**src/core/cft_cfg.svh**
```systemverilog
// Register map, field positions, reset values and interrupt bits of the filter and send control block
//
// Summary of operation
// - Each filter has one enable bit; a disabled filter never takes part in matching.
// - Two-bit mask choice per filter selects acceptance mask 0 to 3.
// - Five-bit destination per filter names the storing queue, value equals queue index.
// - Four filters per word in byte lanes: enable top, mask choice, destination low.
// - Mask choice and destination change only while that filter's enable is clear.
// - Abandoned flag: 1 after an abort, 0 after success or queue reset.
// - Arbitration loss flag sets when this queue's message loses arbitration.
// - Send fault flag sets when a bus error hits this queue's message.
// - Arbitration loss and fault flags clear on a control read or queue reset.
// - Software sets send request; hardware clears it once all queued messages are sent.
// - Writing 0 to a set send request asks to abort the pending message.
// - A receive queue ignores its send request bit entirely.
// - Auto remote reply enabled: a received remote request sets the send request.
// - Two-bit send priority ranks pending queues, 11 highest, 00 lowest.
// - Queue configuration fields are writable only while operating mode equals 100.
// - Thirty-two queues, each with an identical control register.
`ifndef CFT_CFG_SVH
`define CFT_CFG_SVH

`define CFT_ADDR_MODE      12'h000
`define CFT_ADDR_STAT      12'h004
`define CFT_ADDR_MASK      12'h008
`define CFT_ADDR_FLT_BASE  12'h040
`define CFT_ADDR_FIFO_BASE 12'h080

`define CFT_MODE_LSB       21
`define CFT_MODE_CONFIG    3'b100
`define CFT_MODE_RST       3'b100

`define CFT_LANE_W         8
`define CFT_LANE_EN        7
`define CFT_LANE_MSEL_LSB  5
`define CFT_LANE_DEST_LSB  0
`define CFT_FLT_RST        32'h0000_0000

`define CFT_Q_DIR          7
`define CFT_Q_ABANDON      6
`define CFT_Q_ARB          5
`define CFT_Q_FAULT        4
`define CFT_Q_REQ          3
`define CFT_Q_AUTO         2
`define CFT_Q_PRIO_LSB     0

`define CFT_IRQ_W          6
`define CFT_IRQ_RX_STORE   0
`define CFT_IRQ_RX_DROP    1
`define CFT_IRQ_TX_SENT    2
`define CFT_IRQ_TX_ABORT   3
`define CFT_IRQ_ARB        4
`define CFT_IRQ_FAULT      5

`endif

```
**src/core/cft_pkg.sv**
```systemverilog
// Types shared by the filter and send control block
package cft_pkg;
    typedef enum logic [2:0] {
        CFT_K_NONE,
        CFT_K_MODE,
        CFT_K_STAT,
        CFT_K_MASK,
        CFT_K_FLT,
        CFT_K_FIFO
    } cft_reg_kind_type;
endpackage : cft_pkg

```
**src/core/cft_filter_tx_ctrl.sv**
```systemverilog
// Acceptance filter configuration and per-queue send control behind an AHB-Lite slave
`include "cft_cfg.svh"
module cft_filter_tx_ctrl #(
    parameter int NUM_FLT_REGS = 8,
    parameter int NUM_QUEUES   = 32
) (
    input  wire logic                      hclk,
    input  wire logic                      hresetn,
    input  wire logic                      hsel,
    input  wire logic [31:0]               haddr,
    input  wire logic [1:0]                htrans,
    input  wire logic                      hwrite,
    input  wire logic [2:0]                hsize,
    input  wire logic [31:0]               hwdata,
    input  wire logic                      hready,
    output logic      [31:0]               hrdata,
    output logic                           hreadyout,
    output logic                           hresp,
    input  wire logic                      rx_valid,
    input  wire logic [4*NUM_FLT_REGS-1:0] rx_hit,
    input  wire logic                      rtr_rx,
    input  wire logic [4:0]                rtr_queue,
    input  wire logic [4:0]                evt_queue,
    input  wire logic                      evt_sent,
    input  wire logic                      evt_last,
    input  wire logic                      evt_aborted,
    input  wire logic                      evt_arb_lost,
    input  wire logic                      evt_bus_err,
    input  wire logic                      queue_reset,
    output logic                           rx_store,
    output logic                           rx_drop,
    output logic      [4:0]                rx_queue,
    output logic      [1:0]                rx_mask,
    output logic      [4*NUM_FLT_REGS-1:0] filter_on_flag,
    output logic      [8*NUM_FLT_REGS-1:0] mask_choice,
    output logic                           tx_pending,
    output logic      [4:0]                tx_queue,
    output logic                           tx_abort,
    output logic      [2:0]                operating_mode_field,
    output logic                           irq
);
    import cft_pkg::*;

    localparam int NF = 4 * NUM_FLT_REGS;
    localparam int NQ = NUM_QUEUES;
    logic [31:0]          flt_ff [NUM_FLT_REGS];
    logic [31:0]          nxt_flt [NUM_FLT_REGS];
    logic [NQ-1:0]        req_ff, abort_ff, abandon_ff, arb_ff, fault_ff, auto_ff, dir_ff;
    logic [NQ-1:0]        nxt_req, nxt_abort, nxt_abandon, nxt_arb, nxt_fault, nxt_auto, nxt_dir;
    logic [1:0]           prio_ff [NQ];
    logic [1:0]           nxt_prio [NQ];
    logic [2:0]           mode_ff, nxt_mode;
    logic [`CFT_IRQ_W-1:0] stat_ff, nxt_stat, mask_ff, nxt_mask;
    logic                 irq_ff, nxt_irq;
    logic                 wr_pend_ff, nxt_wr_pend;
    logic [11:0]          wr_addr_ff, nxt_wr_addr;
    logic [31:0]          hrdata_ff, nxt_hrdata;
    logic                 hreadyout_ff;
    logic                 rx_store_ff, nxt_rx_store, rx_drop_ff, nxt_rx_drop;
    logic [4:0]           rx_queue_ff, nxt_rx_queue;
    logic [1:0]           rx_mask_ff, nxt_rx_mask;
    logic                 tx_pending_ff, nxt_tx_pending, tx_abort_ff, nxt_tx_abort;
    logic [4:0]           tx_queue_ff, nxt_tx_queue;
    logic                 rd_take;
    cft_reg_kind_type     rd_kind, wr_kind;
    logic [4:0]           rd_idx, wr_idx;
    logic [NF-1:0]        flt_en;
    logic [NF-1:0]        live_hit;

    // Register decode shared by the read and write paths
    function automatic cft_reg_kind_type decode(input logic [11:0] a);
        if (a == `CFT_ADDR_MODE) begin
            return CFT_K_MODE;
        end else if (a == `CFT_ADDR_STAT) begin
            return CFT_K_STAT;
        end else if (a == `CFT_ADDR_MASK) begin
            return CFT_K_MASK;
        end else if (a[11:7] == `CFT_ADDR_FIFO_BASE >> 7 && a[1:0] == 2'b00) begin
            return CFT_K_FIFO;
        end else if (a[11:5] == `CFT_ADDR_FLT_BASE >> 5 && a[1:0] == 2'b00
                     && int'(a[4:2]) < NUM_FLT_REGS) begin
            return CFT_K_FLT;
        end
        return CFT_K_NONE;
    endfunction : decode

    // Lowest set bit of a filter hit vector
    function automatic logic [4:0] lowest_index(input logic [NF-1:0] v);
        logic [4:0] r;
        r = 5'h00;
        for (int i = NF - 1; i >= 0; i--) begin
            if (v[i]) begin
                r = 5'(i);
            end
        end
        return r;
    endfunction : lowest_index

    function automatic logic [31:0] queue_word(input int n);
        logic [31:0] w;
        w = 32'h0000_0000;
        w[`CFT_Q_DIR]                       = dir_ff[n];
        w[`CFT_Q_ABANDON]                   = abandon_ff[n];
        w[`CFT_Q_ARB]                       = arb_ff[n];
        w[`CFT_Q_FAULT]                     = fault_ff[n];
        w[`CFT_Q_REQ]                       = req_ff[n];
        w[`CFT_Q_AUTO]                      = auto_ff[n];
        w[`CFT_Q_PRIO_LSB+1:`CFT_Q_PRIO_LSB] = prio_ff[n];
        return w;
    endfunction : queue_word

    assign rd_take = hsel && htrans[1] && hready && !hwrite;
    assign rd_kind = decode(haddr[11:0]);
    assign rd_idx  = haddr[6:2];
    assign wr_kind = decode(wr_addr_ff);
    assign wr_idx  = wr_addr_ff[6:2];

    always_comb begin
        for (int f = 0; f < NF; f++) begin
            flt_en[f]            = flt_ff[f/4][(f%4)*`CFT_LANE_W + `CFT_LANE_EN];
            mask_choice[2*f +: 2] = flt_ff[f/4][(f%4)*`CFT_LANE_W + `CFT_LANE_MSEL_LSB +: 2];
        end
    end
    assign filter_on_flag = flt_en;
    assign live_hit       = rx_hit & flt_en;

    // Bus slave: zero wait, read data captured in the address phase
    always_comb begin
        nxt_wr_pend = hsel && htrans[1] && hready && hwrite;
        nxt_wr_addr = nxt_wr_pend ? haddr[11:0] : wr_addr_ff;
        nxt_hrdata  = 32'h0000_0000;
        if (rd_take) begin
            case (rd_kind)
                CFT_K_MODE: nxt_hrdata[`CFT_MODE_LSB +: 3] = mode_ff;
                CFT_K_STAT: nxt_hrdata[`CFT_IRQ_W-1:0] = stat_ff;
                CFT_K_MASK: nxt_hrdata[`CFT_IRQ_W-1:0] = mask_ff;
                CFT_K_FLT:  nxt_hrdata = flt_ff[rd_idx[2:0]];
                CFT_K_FIFO: nxt_hrdata = queue_word(int'(rd_idx));
                default:    nxt_hrdata = 32'h0000_0000;
            endcase
        end
    end

    // Filter words, mode and interrupt registers
    always_comb begin
        nxt_mode = mode_ff;
        nxt_mask = mask_ff;
        for (int r = 0; r < NUM_FLT_REGS; r++) begin
            nxt_flt[r] = flt_ff[r];
        end
        if (wr_pend_ff) begin
            case (wr_kind)
                CFT_K_MODE: nxt_mode = hwdata[`CFT_MODE_LSB +: 3];
                CFT_K_MASK: nxt_mask = hwdata[`CFT_IRQ_W-1:0];
                CFT_K_FLT: begin
                    for (int l = 0; l < 4; l++) begin
                        nxt_flt[wr_idx[2:0]][l*`CFT_LANE_W + `CFT_LANE_EN] =
                            hwdata[l*`CFT_LANE_W + `CFT_LANE_EN];
                        if (!flt_ff[wr_idx[2:0]][l*`CFT_LANE_W + `CFT_LANE_EN]) begin
                            nxt_flt[wr_idx[2:0]][l*`CFT_LANE_W +: 7] =
                                hwdata[l*`CFT_LANE_W +: 7];
                        end
                    end
                end
                default: nxt_mode = mode_ff;
            endcase
        end
        // Read clears, a new event in the same cycle survives
        nxt_stat = (rd_take && rd_kind == CFT_K_STAT) ? '0 : stat_ff;
        nxt_stat[`CFT_IRQ_RX_STORE] |= rx_valid && (live_hit != '0);
        nxt_stat[`CFT_IRQ_RX_DROP]  |= rx_valid && (live_hit == '0);
        nxt_stat[`CFT_IRQ_TX_SENT]  |= evt_sent && evt_last;
        nxt_stat[`CFT_IRQ_TX_ABORT] |= evt_aborted;
        nxt_stat[`CFT_IRQ_ARB]      |= evt_arb_lost;
        nxt_stat[`CFT_IRQ_FAULT]    |= evt_bus_err;
        nxt_irq = (nxt_stat & nxt_mask) != '0;
    end

    // Per-queue control state
    always_comb begin
        nxt_req     = req_ff;
        nxt_abort   = abort_ff;
        nxt_abandon = abandon_ff;
        nxt_arb     = arb_ff;
        nxt_fault   = fault_ff;
        nxt_auto    = auto_ff;
        nxt_dir     = dir_ff;
        for (int n = 0; n < NQ; n++) begin
            nxt_prio[n] = prio_ff[n];
            if (queue_reset && evt_queue == 5'(n)) begin
                nxt_req[n]     = 1'b0;
                nxt_abort[n]   = 1'b0;
                nxt_abandon[n] = 1'b0;
                nxt_arb[n]     = 1'b0;
                nxt_fault[n]   = 1'b0;
            end else begin
                if (rd_take && rd_kind == CFT_K_FIFO && rd_idx == 5'(n)) begin
                    nxt_arb[n]   = 1'b0;
                    nxt_fault[n] = 1'b0;
                end
                if (wr_pend_ff && wr_kind == CFT_K_FIFO && wr_idx == 5'(n)) begin
                    if (mode_ff == `CFT_MODE_CONFIG) begin
                        nxt_dir[n]  = hwdata[`CFT_Q_DIR];
                        nxt_auto[n] = hwdata[`CFT_Q_AUTO];
                        nxt_prio[n] = hwdata[`CFT_Q_PRIO_LSB +: 2];
                    end
                    if (dir_ff[n]) begin
                        if (hwdata[`CFT_Q_REQ]) begin
                            nxt_req[n] = 1'b1;
                        end else if (req_ff[n]) begin
                            nxt_abort[n] = 1'b1;
                        end
                    end
                end
                nxt_req[n] |= rtr_rx && rtr_queue == 5'(n) && auto_ff[n] && dir_ff[n];
                if (evt_queue == 5'(n)) begin
                    if (evt_sent) begin
                        nxt_abandon[n] = 1'b0;
                        if (evt_last) begin
                            nxt_req[n]   = 1'b0;
                            nxt_abort[n] = 1'b0;
                        end
                    end
                    if (evt_aborted) begin
                        nxt_abandon[n] = 1'b1;
                        nxt_req[n]     = 1'b0;
                        nxt_abort[n]   = 1'b0;
                    end
                    nxt_arb[n]   |= evt_arb_lost;
                    nxt_fault[n] |= evt_bus_err;
                end
            end
        end
    end

    // Offer selection and receive routing
    always_comb begin
        logic [1:0] best_prio;
        best_prio      = 2'b00;
        nxt_tx_pending = 1'b0;
        nxt_tx_queue   = 5'h00;
        for (int n = 0; n < NQ; n++) begin
            if (req_ff[n] && dir_ff[n] && (!nxt_tx_pending || prio_ff[n] > best_prio)) begin
                nxt_tx_pending = 1'b1;
                nxt_tx_queue   = 5'(n);
                best_prio      = prio_ff[n];
            end
        end
        nxt_tx_abort = nxt_tx_pending && abort_ff[nxt_tx_queue];
        nxt_rx_store = rx_valid && (live_hit != '0);
        nxt_rx_drop  = rx_valid && (live_hit == '0);
        nxt_rx_queue = rx_queue_ff;
        nxt_rx_mask  = rx_mask_ff;
        if (nxt_rx_store) begin
            nxt_rx_queue = flt_ff[lowest_index(live_hit) / 4][(lowest_index(live_hit) % 4)
                               * `CFT_LANE_W + `CFT_LANE_DEST_LSB +: 5];
            nxt_rx_mask  = mask_choice[2*lowest_index(live_hit) +: 2];
        end
    end

    always_ff @(posedge hclk or negedge hresetn) begin
        if (!hresetn) begin
            flt_ff        <= '{default: `CFT_FLT_RST};
            prio_ff       <= '{default: 2'b00};
            req_ff        <= '0;
            abort_ff      <= '0;
            abandon_ff    <= '0;
            arb_ff        <= '0;
            fault_ff      <= '0;
            auto_ff       <= '0;
            dir_ff        <= '0;
            mode_ff       <= `CFT_MODE_RST;
            stat_ff       <= '0;
            mask_ff       <= '0;
            irq_ff        <= 1'b0;
            wr_pend_ff    <= 1'b0;
            wr_addr_ff    <= 12'h000;
            hrdata_ff     <= 32'h0000_0000;
            hreadyout_ff  <= 1'b1;
            rx_store_ff   <= 1'b0;
            rx_drop_ff    <= 1'b0;
            rx_queue_ff   <= 5'h00;
            rx_mask_ff    <= 2'b00;
            tx_pending_ff <= 1'b0;
            tx_queue_ff   <= 5'h00;
            tx_abort_ff   <= 1'b0;
        end else begin
            flt_ff        <= nxt_flt;
            prio_ff       <= nxt_prio;
            req_ff        <= nxt_req;
            abort_ff      <= nxt_abort;
            abandon_ff    <= nxt_abandon;
            arb_ff        <= nxt_arb;
            fault_ff      <= nxt_fault;
            auto_ff       <= nxt_auto;
            dir_ff        <= nxt_dir;
            mode_ff       <= nxt_mode;
            stat_ff       <= nxt_stat;
            mask_ff       <= nxt_mask;
            irq_ff        <= nxt_irq;
            wr_pend_ff    <= nxt_wr_pend;
            wr_addr_ff    <= nxt_wr_addr;
            hrdata_ff     <= nxt_hrdata;
            hreadyout_ff  <= 1'b1;
            rx_store_ff   <= nxt_rx_store;
            rx_drop_ff    <= nxt_rx_drop;
            rx_queue_ff   <= nxt_rx_queue;
            rx_mask_ff    <= nxt_rx_mask;
            tx_pending_ff <= nxt_tx_pending;
            tx_queue_ff   <= nxt_tx_queue;
            tx_abort_ff   <= nxt_tx_abort;
        end
    end

    assign hrdata               = hrdata_ff;
    assign hreadyout            = hreadyout_ff;
    assign hresp                = 1'b0;
    assign rx_store             = rx_store_ff;
    assign rx_drop              = rx_drop_ff;
    assign rx_queue             = rx_queue_ff;
    assign rx_mask              = rx_mask_ff;
    assign tx_pending           = tx_pending_ff;
    assign tx_queue             = tx_queue_ff;
    assign tx_abort             = tx_abort_ff;
    assign operating_mode_field = mode_ff;
    assign irq                  = irq_ff;
    // Checks on queue 0, filter 0 and receive drop routing
    logic q0_wr, q0_evt, f0_wr;
    assign q0_wr  = wr_pend_ff && wr_kind == CFT_K_FIFO && wr_idx == 5'h00;
    assign q0_evt = evt_queue == 5'h00 && (evt_sent || evt_aborted || queue_reset);
    assign f0_wr  = wr_pend_ff && wr_kind == CFT_K_FLT && wr_idx == 5'h00;
endmodule : cft_filter_tx_ctrl

```
**config.mk**
```make
export PLATFORM = sky130hd
export DESIGN_NAME = cft_filter_tx_ctrl
export DESIGN_NICKNAME = d
export VERILOG_FILES = /design/src/core/cft_pkg.sv /design/src/core/cft_filter_tx_ctrl.sv
export VERILOG_INCLUDE_DIRS = /design/src /design/src/core
export SDC_FILE = /design/constraint.sdc
export NUM_CORES = 2
export LEC_CHECK = 0
export ABC_AREA = 1
export BUFFER_PORTS_ARGS = -buffer_cell sky130_fd_sc_hd__buf_2
export CAP_MARGIN = 25
export CORE_ASPECT_RATIO = 0.7
export CORE_MARGIN = 10
export CORE_UTILIZATION = 50
export DETAILED_ROUTE_END_ITERATION = 16
export GPL_TIMING_DRIVEN = 0
export PLACE_DENSITY = 0.71
export SETUP_SLACK_MARGIN = 0.1
export SLEW_MARGIN = 20
export SYNTH_ARGS = -nofsm -noshare
export SYNTH_HDL_FRONTEND = slang
export SYNTH_SLANG_ARGS = --single-unit
```
**constraint.sdc**
```tcl
create_clock -name hclk -period 27.9 [get_ports hclk]
set_input_delay 2.79 -clock hclk [delete_from_list [all_inputs] [get_ports hclk]]
set_output_delay 2.79 -clock hclk [all_outputs]
set_load 0.02 [all_outputs]
```
==> key figures <==
Worst setup path
  – Slowest cell on the critical path: dfrtp_2
  – Required @ worst endpoint: 28.51 ns
  – Worst Setup Start Kind: register
  – CP most frequent cell: nand2_4
  – CP endpoint kind: register
  – Crit path DAT: 29.84 ns
  – Crit-path max cell delay: 0.39 ns
  – Reg2Reg Launch Point: dir_ff[0]$_DFFE_PN0P_
  – Crit. Startpoint: dir_ff[0]$_DFFE_PN0P_
  – Maximum fanout along the worst path: 5
  – Crit path kind: reg2reg

Floorplanning
  – Ports: 274
  – Die H: 239.0 um
  – Core area: 67970 um2
  – Initial core utilization: 0.5041
  – Die area: 79560 um2
  – Die W: 332.9 um
  – Row Count: 80

Yosys
  – Post-synthesis mux area share: 0.007195
  – Synth cell types: 52
  – Avg Inst Size Synth: 7.854 um2
  – Post-synthesis cell area: 34260 um2
  – Most common flop cell mapped by yosys: dfrtp_1
  – Post-synthesis adder-cell area fraction: 0.01242
  – Syn Inst Count: 4362
  – Post-synth ARST share: 1.000
  – Main combinational cell family by area after synthesis: compound AO/OA/AOI/OAI gates
  – Ys Warns: 0
  – Sequential area share after synthesis: 0.4536
  – Simple-gate share of the synthesized area: 0.2120
  – Top cell type's share of synthesized area: 0.4529
  – Post-synthesis xor/xnor area fraction: 0
  – Number of synthesized flops with an enable pin: 0
  – Synth Area in Compound Gates: 0.2357
  – #FFs+latches synth: 621
  – Top cells by area, synth: dfrtp_1 45%, o21ai_0 11%, nand2_1 10%
  – Area leader, netlist: dfrtp_1
  – Net count after synthesis: 4520

Drt
  – Drt total wl: 172.5 mm
  – DRT antenna net count: 0
  – Drc violations: 0
  – DRT Pass-1 Iters: 9
  – Via count: 38000
  – DR WL/cell: 29.74 um
  – DR iter-0 viols: 6662
  – Via/cell ratio: 6.550

Final layout
  – Final Non-Filler Cells: 5802
  – Fill count: 6032
  – Synth-to-Final Area Change: 22.63%
  – Multi-input gate area: 17500 um2
  – Layout cell share with drive strength beyond 1: 0.1974
  – Fin nets: 5005
  – Register area: 15540 um2

Global routing
  – Initial antenna violation count: 8
  – GRT Total Usage: 0.4113
  – Pin count of the biggest net entering global routing: 99
  – First-pass GRT wire length: 240.8 mm
  – Grt total ovfl: 0
  – Busiest grt layer: met1
  – Met3 usage: 0.2578
  – Routing usage on met2: 0.5132
  – Vias in the first global route: 34690
  – Met1 Track Usage GR: 0.5610

Timing
  – Minimum clock period: 29.23 ns
  – Worst slew margin: 0.1331
  – Endpoints failing hold: 0
  – Max Clock Skew: 0.02872 ns
  – Final setup viols: 6
  – Final period utilization: 1.048
  – Slew @ Worst Pin: 1.290 ns
  – Hold WS: 0.4861 ns
  – Max Clock Freq: 34.21 MHz
  – Final Max Slew Viols: 0
  – Fin worst setup slack: -1.333 ns
  – RSZ-0062 raised after global routing: yes

Clock tree
  – Hold buffer count at CTS: 0
  – Clock Root Buffer: clkbuf_16
  – Clock tree from TritonCTS: yes
  – Reg clk slew, reported paths: 0.07 ns
  – Maximum level of the CTS H-tree: 2
  – Worst skew pair latency: 0.70 ns
  – CTS Buffer Depth: 3
  – CTS sink cnt: 621
  – Inserted Clock Buffers: 61

Outcome
  – Failing checks: negative setup slack
  – Outcome: complete, but fails checks

Placed design
  – Routability congestion estimate: 1.072
  – Final HPWL DP: 128.3 mm
  – Pre-CTS setup slack: -3.718 ns
  – IO Port Bufs: 243
  – DP Cell Count: 5534

Worst hold path
  – Hold_sp: rx_mask[0]$_DFFE_PN0P_
  – Worst Hold Class: reg2reg

Power and ir drop
  – Worst vdd ir: 0.05130 mV
  – P_leak: 18.64 nW
  – Pwr/cell area: 52.99 nW/um2
  – Tot Pwr: 0.002226 W

Run
  – Max-Cap Viols: 0
placed cells by master (no fill, tap or decap), types with 79 or more instances in the layout:
cell and n:
nor2_1 322, dfrtp_1 618, a21oi_1 134, o21ai_0 722, buf_4 236, inv_1 282
o22ai_1 187, nand3_1 146, clkbuf_1 202, nand2_1 884, nand2_2 79, buf_2 243
final cells by class:
cell class                      instances  area share
Buffer                                314     0.03758
Clock buffer                           86     0.04262
Inverter                              301     0.02695
Timing Repair Buffer                  422     0.06835
Sequential cell                       621      0.3700
Clock inverter                         23     0.01078
Tap cell                              902     0.02686
Antenna cell                            7   0.0004169
Multi-Input combinational cell       3126      0.4165
path summary, 6_finish.rpt:
check	to	slack (ns)	cells past startpoint
setup / recovery	tx_abort$_DFF_PN0_	-1.33	217
hold / removal	rx_mask[0]$_DFFE_PN0P_	0.49	2
setup reg to reg	tx_abort$_DFF_PN0_	-1.33	217
hold reg to reg	rx_mask[0]$_DFFE_PN0P_	0.49	2
max in group asynchronous	req_ff[0]$_DFF_PN0_	24.30	4
min in group asynchronous	mask_choice[42]$_DFFE_PN0P_	1.88	1
power by group:
group / internal (W) / switching, W / total (W) / leakage [nW]
clock network: 0.000563 / 0.000396 / 0.000959 / 1.10
registers: 0.000942 / 0.0000338 / 0.000976 / 7.11
logic: 0.0000756 / 0.000215 / 0.000290 / 10.4
total: 0.00158 / 0.000645 / 0.00223 / 18.6
layer usage:
layer  vias to the layer above  part of all wire
met4                        14             0.036
met1                     18280              0.40
li1                      16030                 -
met3                       476              0.20
met2                      3199              0.37
met5                         -            0.0035
through the flow:
stage,setup TNS [ns],util,cell area (um2)
floorplan,0,-,34460
global placement,-11.76,0.5416,36810
detailed placement,-15.53,0.5488,37300
CTS,-0.4182,0.6044,41080
global route,-12.55,0.6179,42000
finish,-5.005,0.6182,42010
flip-flops by register name, indices dropped and copies added (netlist names), 6 cells and up:
signal and cells:
req_ff 32, abort_ff 32, abandon_ff 32, flt_ff 160, stat_ff 6, mask_ff 6, wr_addr_ff 12, filter_on_flag 32
prio_ff 64, fault_ff 32, dir_ff 32, mask_choice 64, auto_ff 32, hrdata 32, arb_ff 32
kinds of logic after synthesis:
family / after synthesis
simple gates: 1681
compound gates: 1385
flops: 621
buf+inv: 615
fa+ha+maj: 34
mux: 24
other cells: 2
critical path, delay by kind of cell (launching register included):
| family | cells | cell delay, ns |
|---|---|---|
| adders and majority gates | 31 | 7.33 |
| and+or+nand+nor | 105 | 10.52 |
| AOI/OAI and AO/OA | 61 | 9.18 |
| DFF | 1 | 0.39 |
| buffers and inverters | 20 | 1.59 |
synth_stat cells, drive strengths merged, types with 10 or more instances:
library cell  instances
buf                 115
nand3b               33
o32ai                25
a31oi                22
o22ai               187
a311oi               23
ha                   34
or2                  11
inv                 292
o21ai               782
nand2              1017
nor4                 15
nor2                340
dfrtp               620
o22a                 15
o211ai               10
a22oi                37
nor3                 69
mux2i                19
nand3               183
a21oi               140
clkbuf              199
o221ai               55
a41oi                35
nand4                12
a22o                 17
what timing repair did:
action,CTS,global route
endpoints found under the setup margin,6,6
cloned,0,0
gates resized for setup,154,80
setup buffers,96,42
pin swaps,91,146
(Power assumes the default switching activity.)
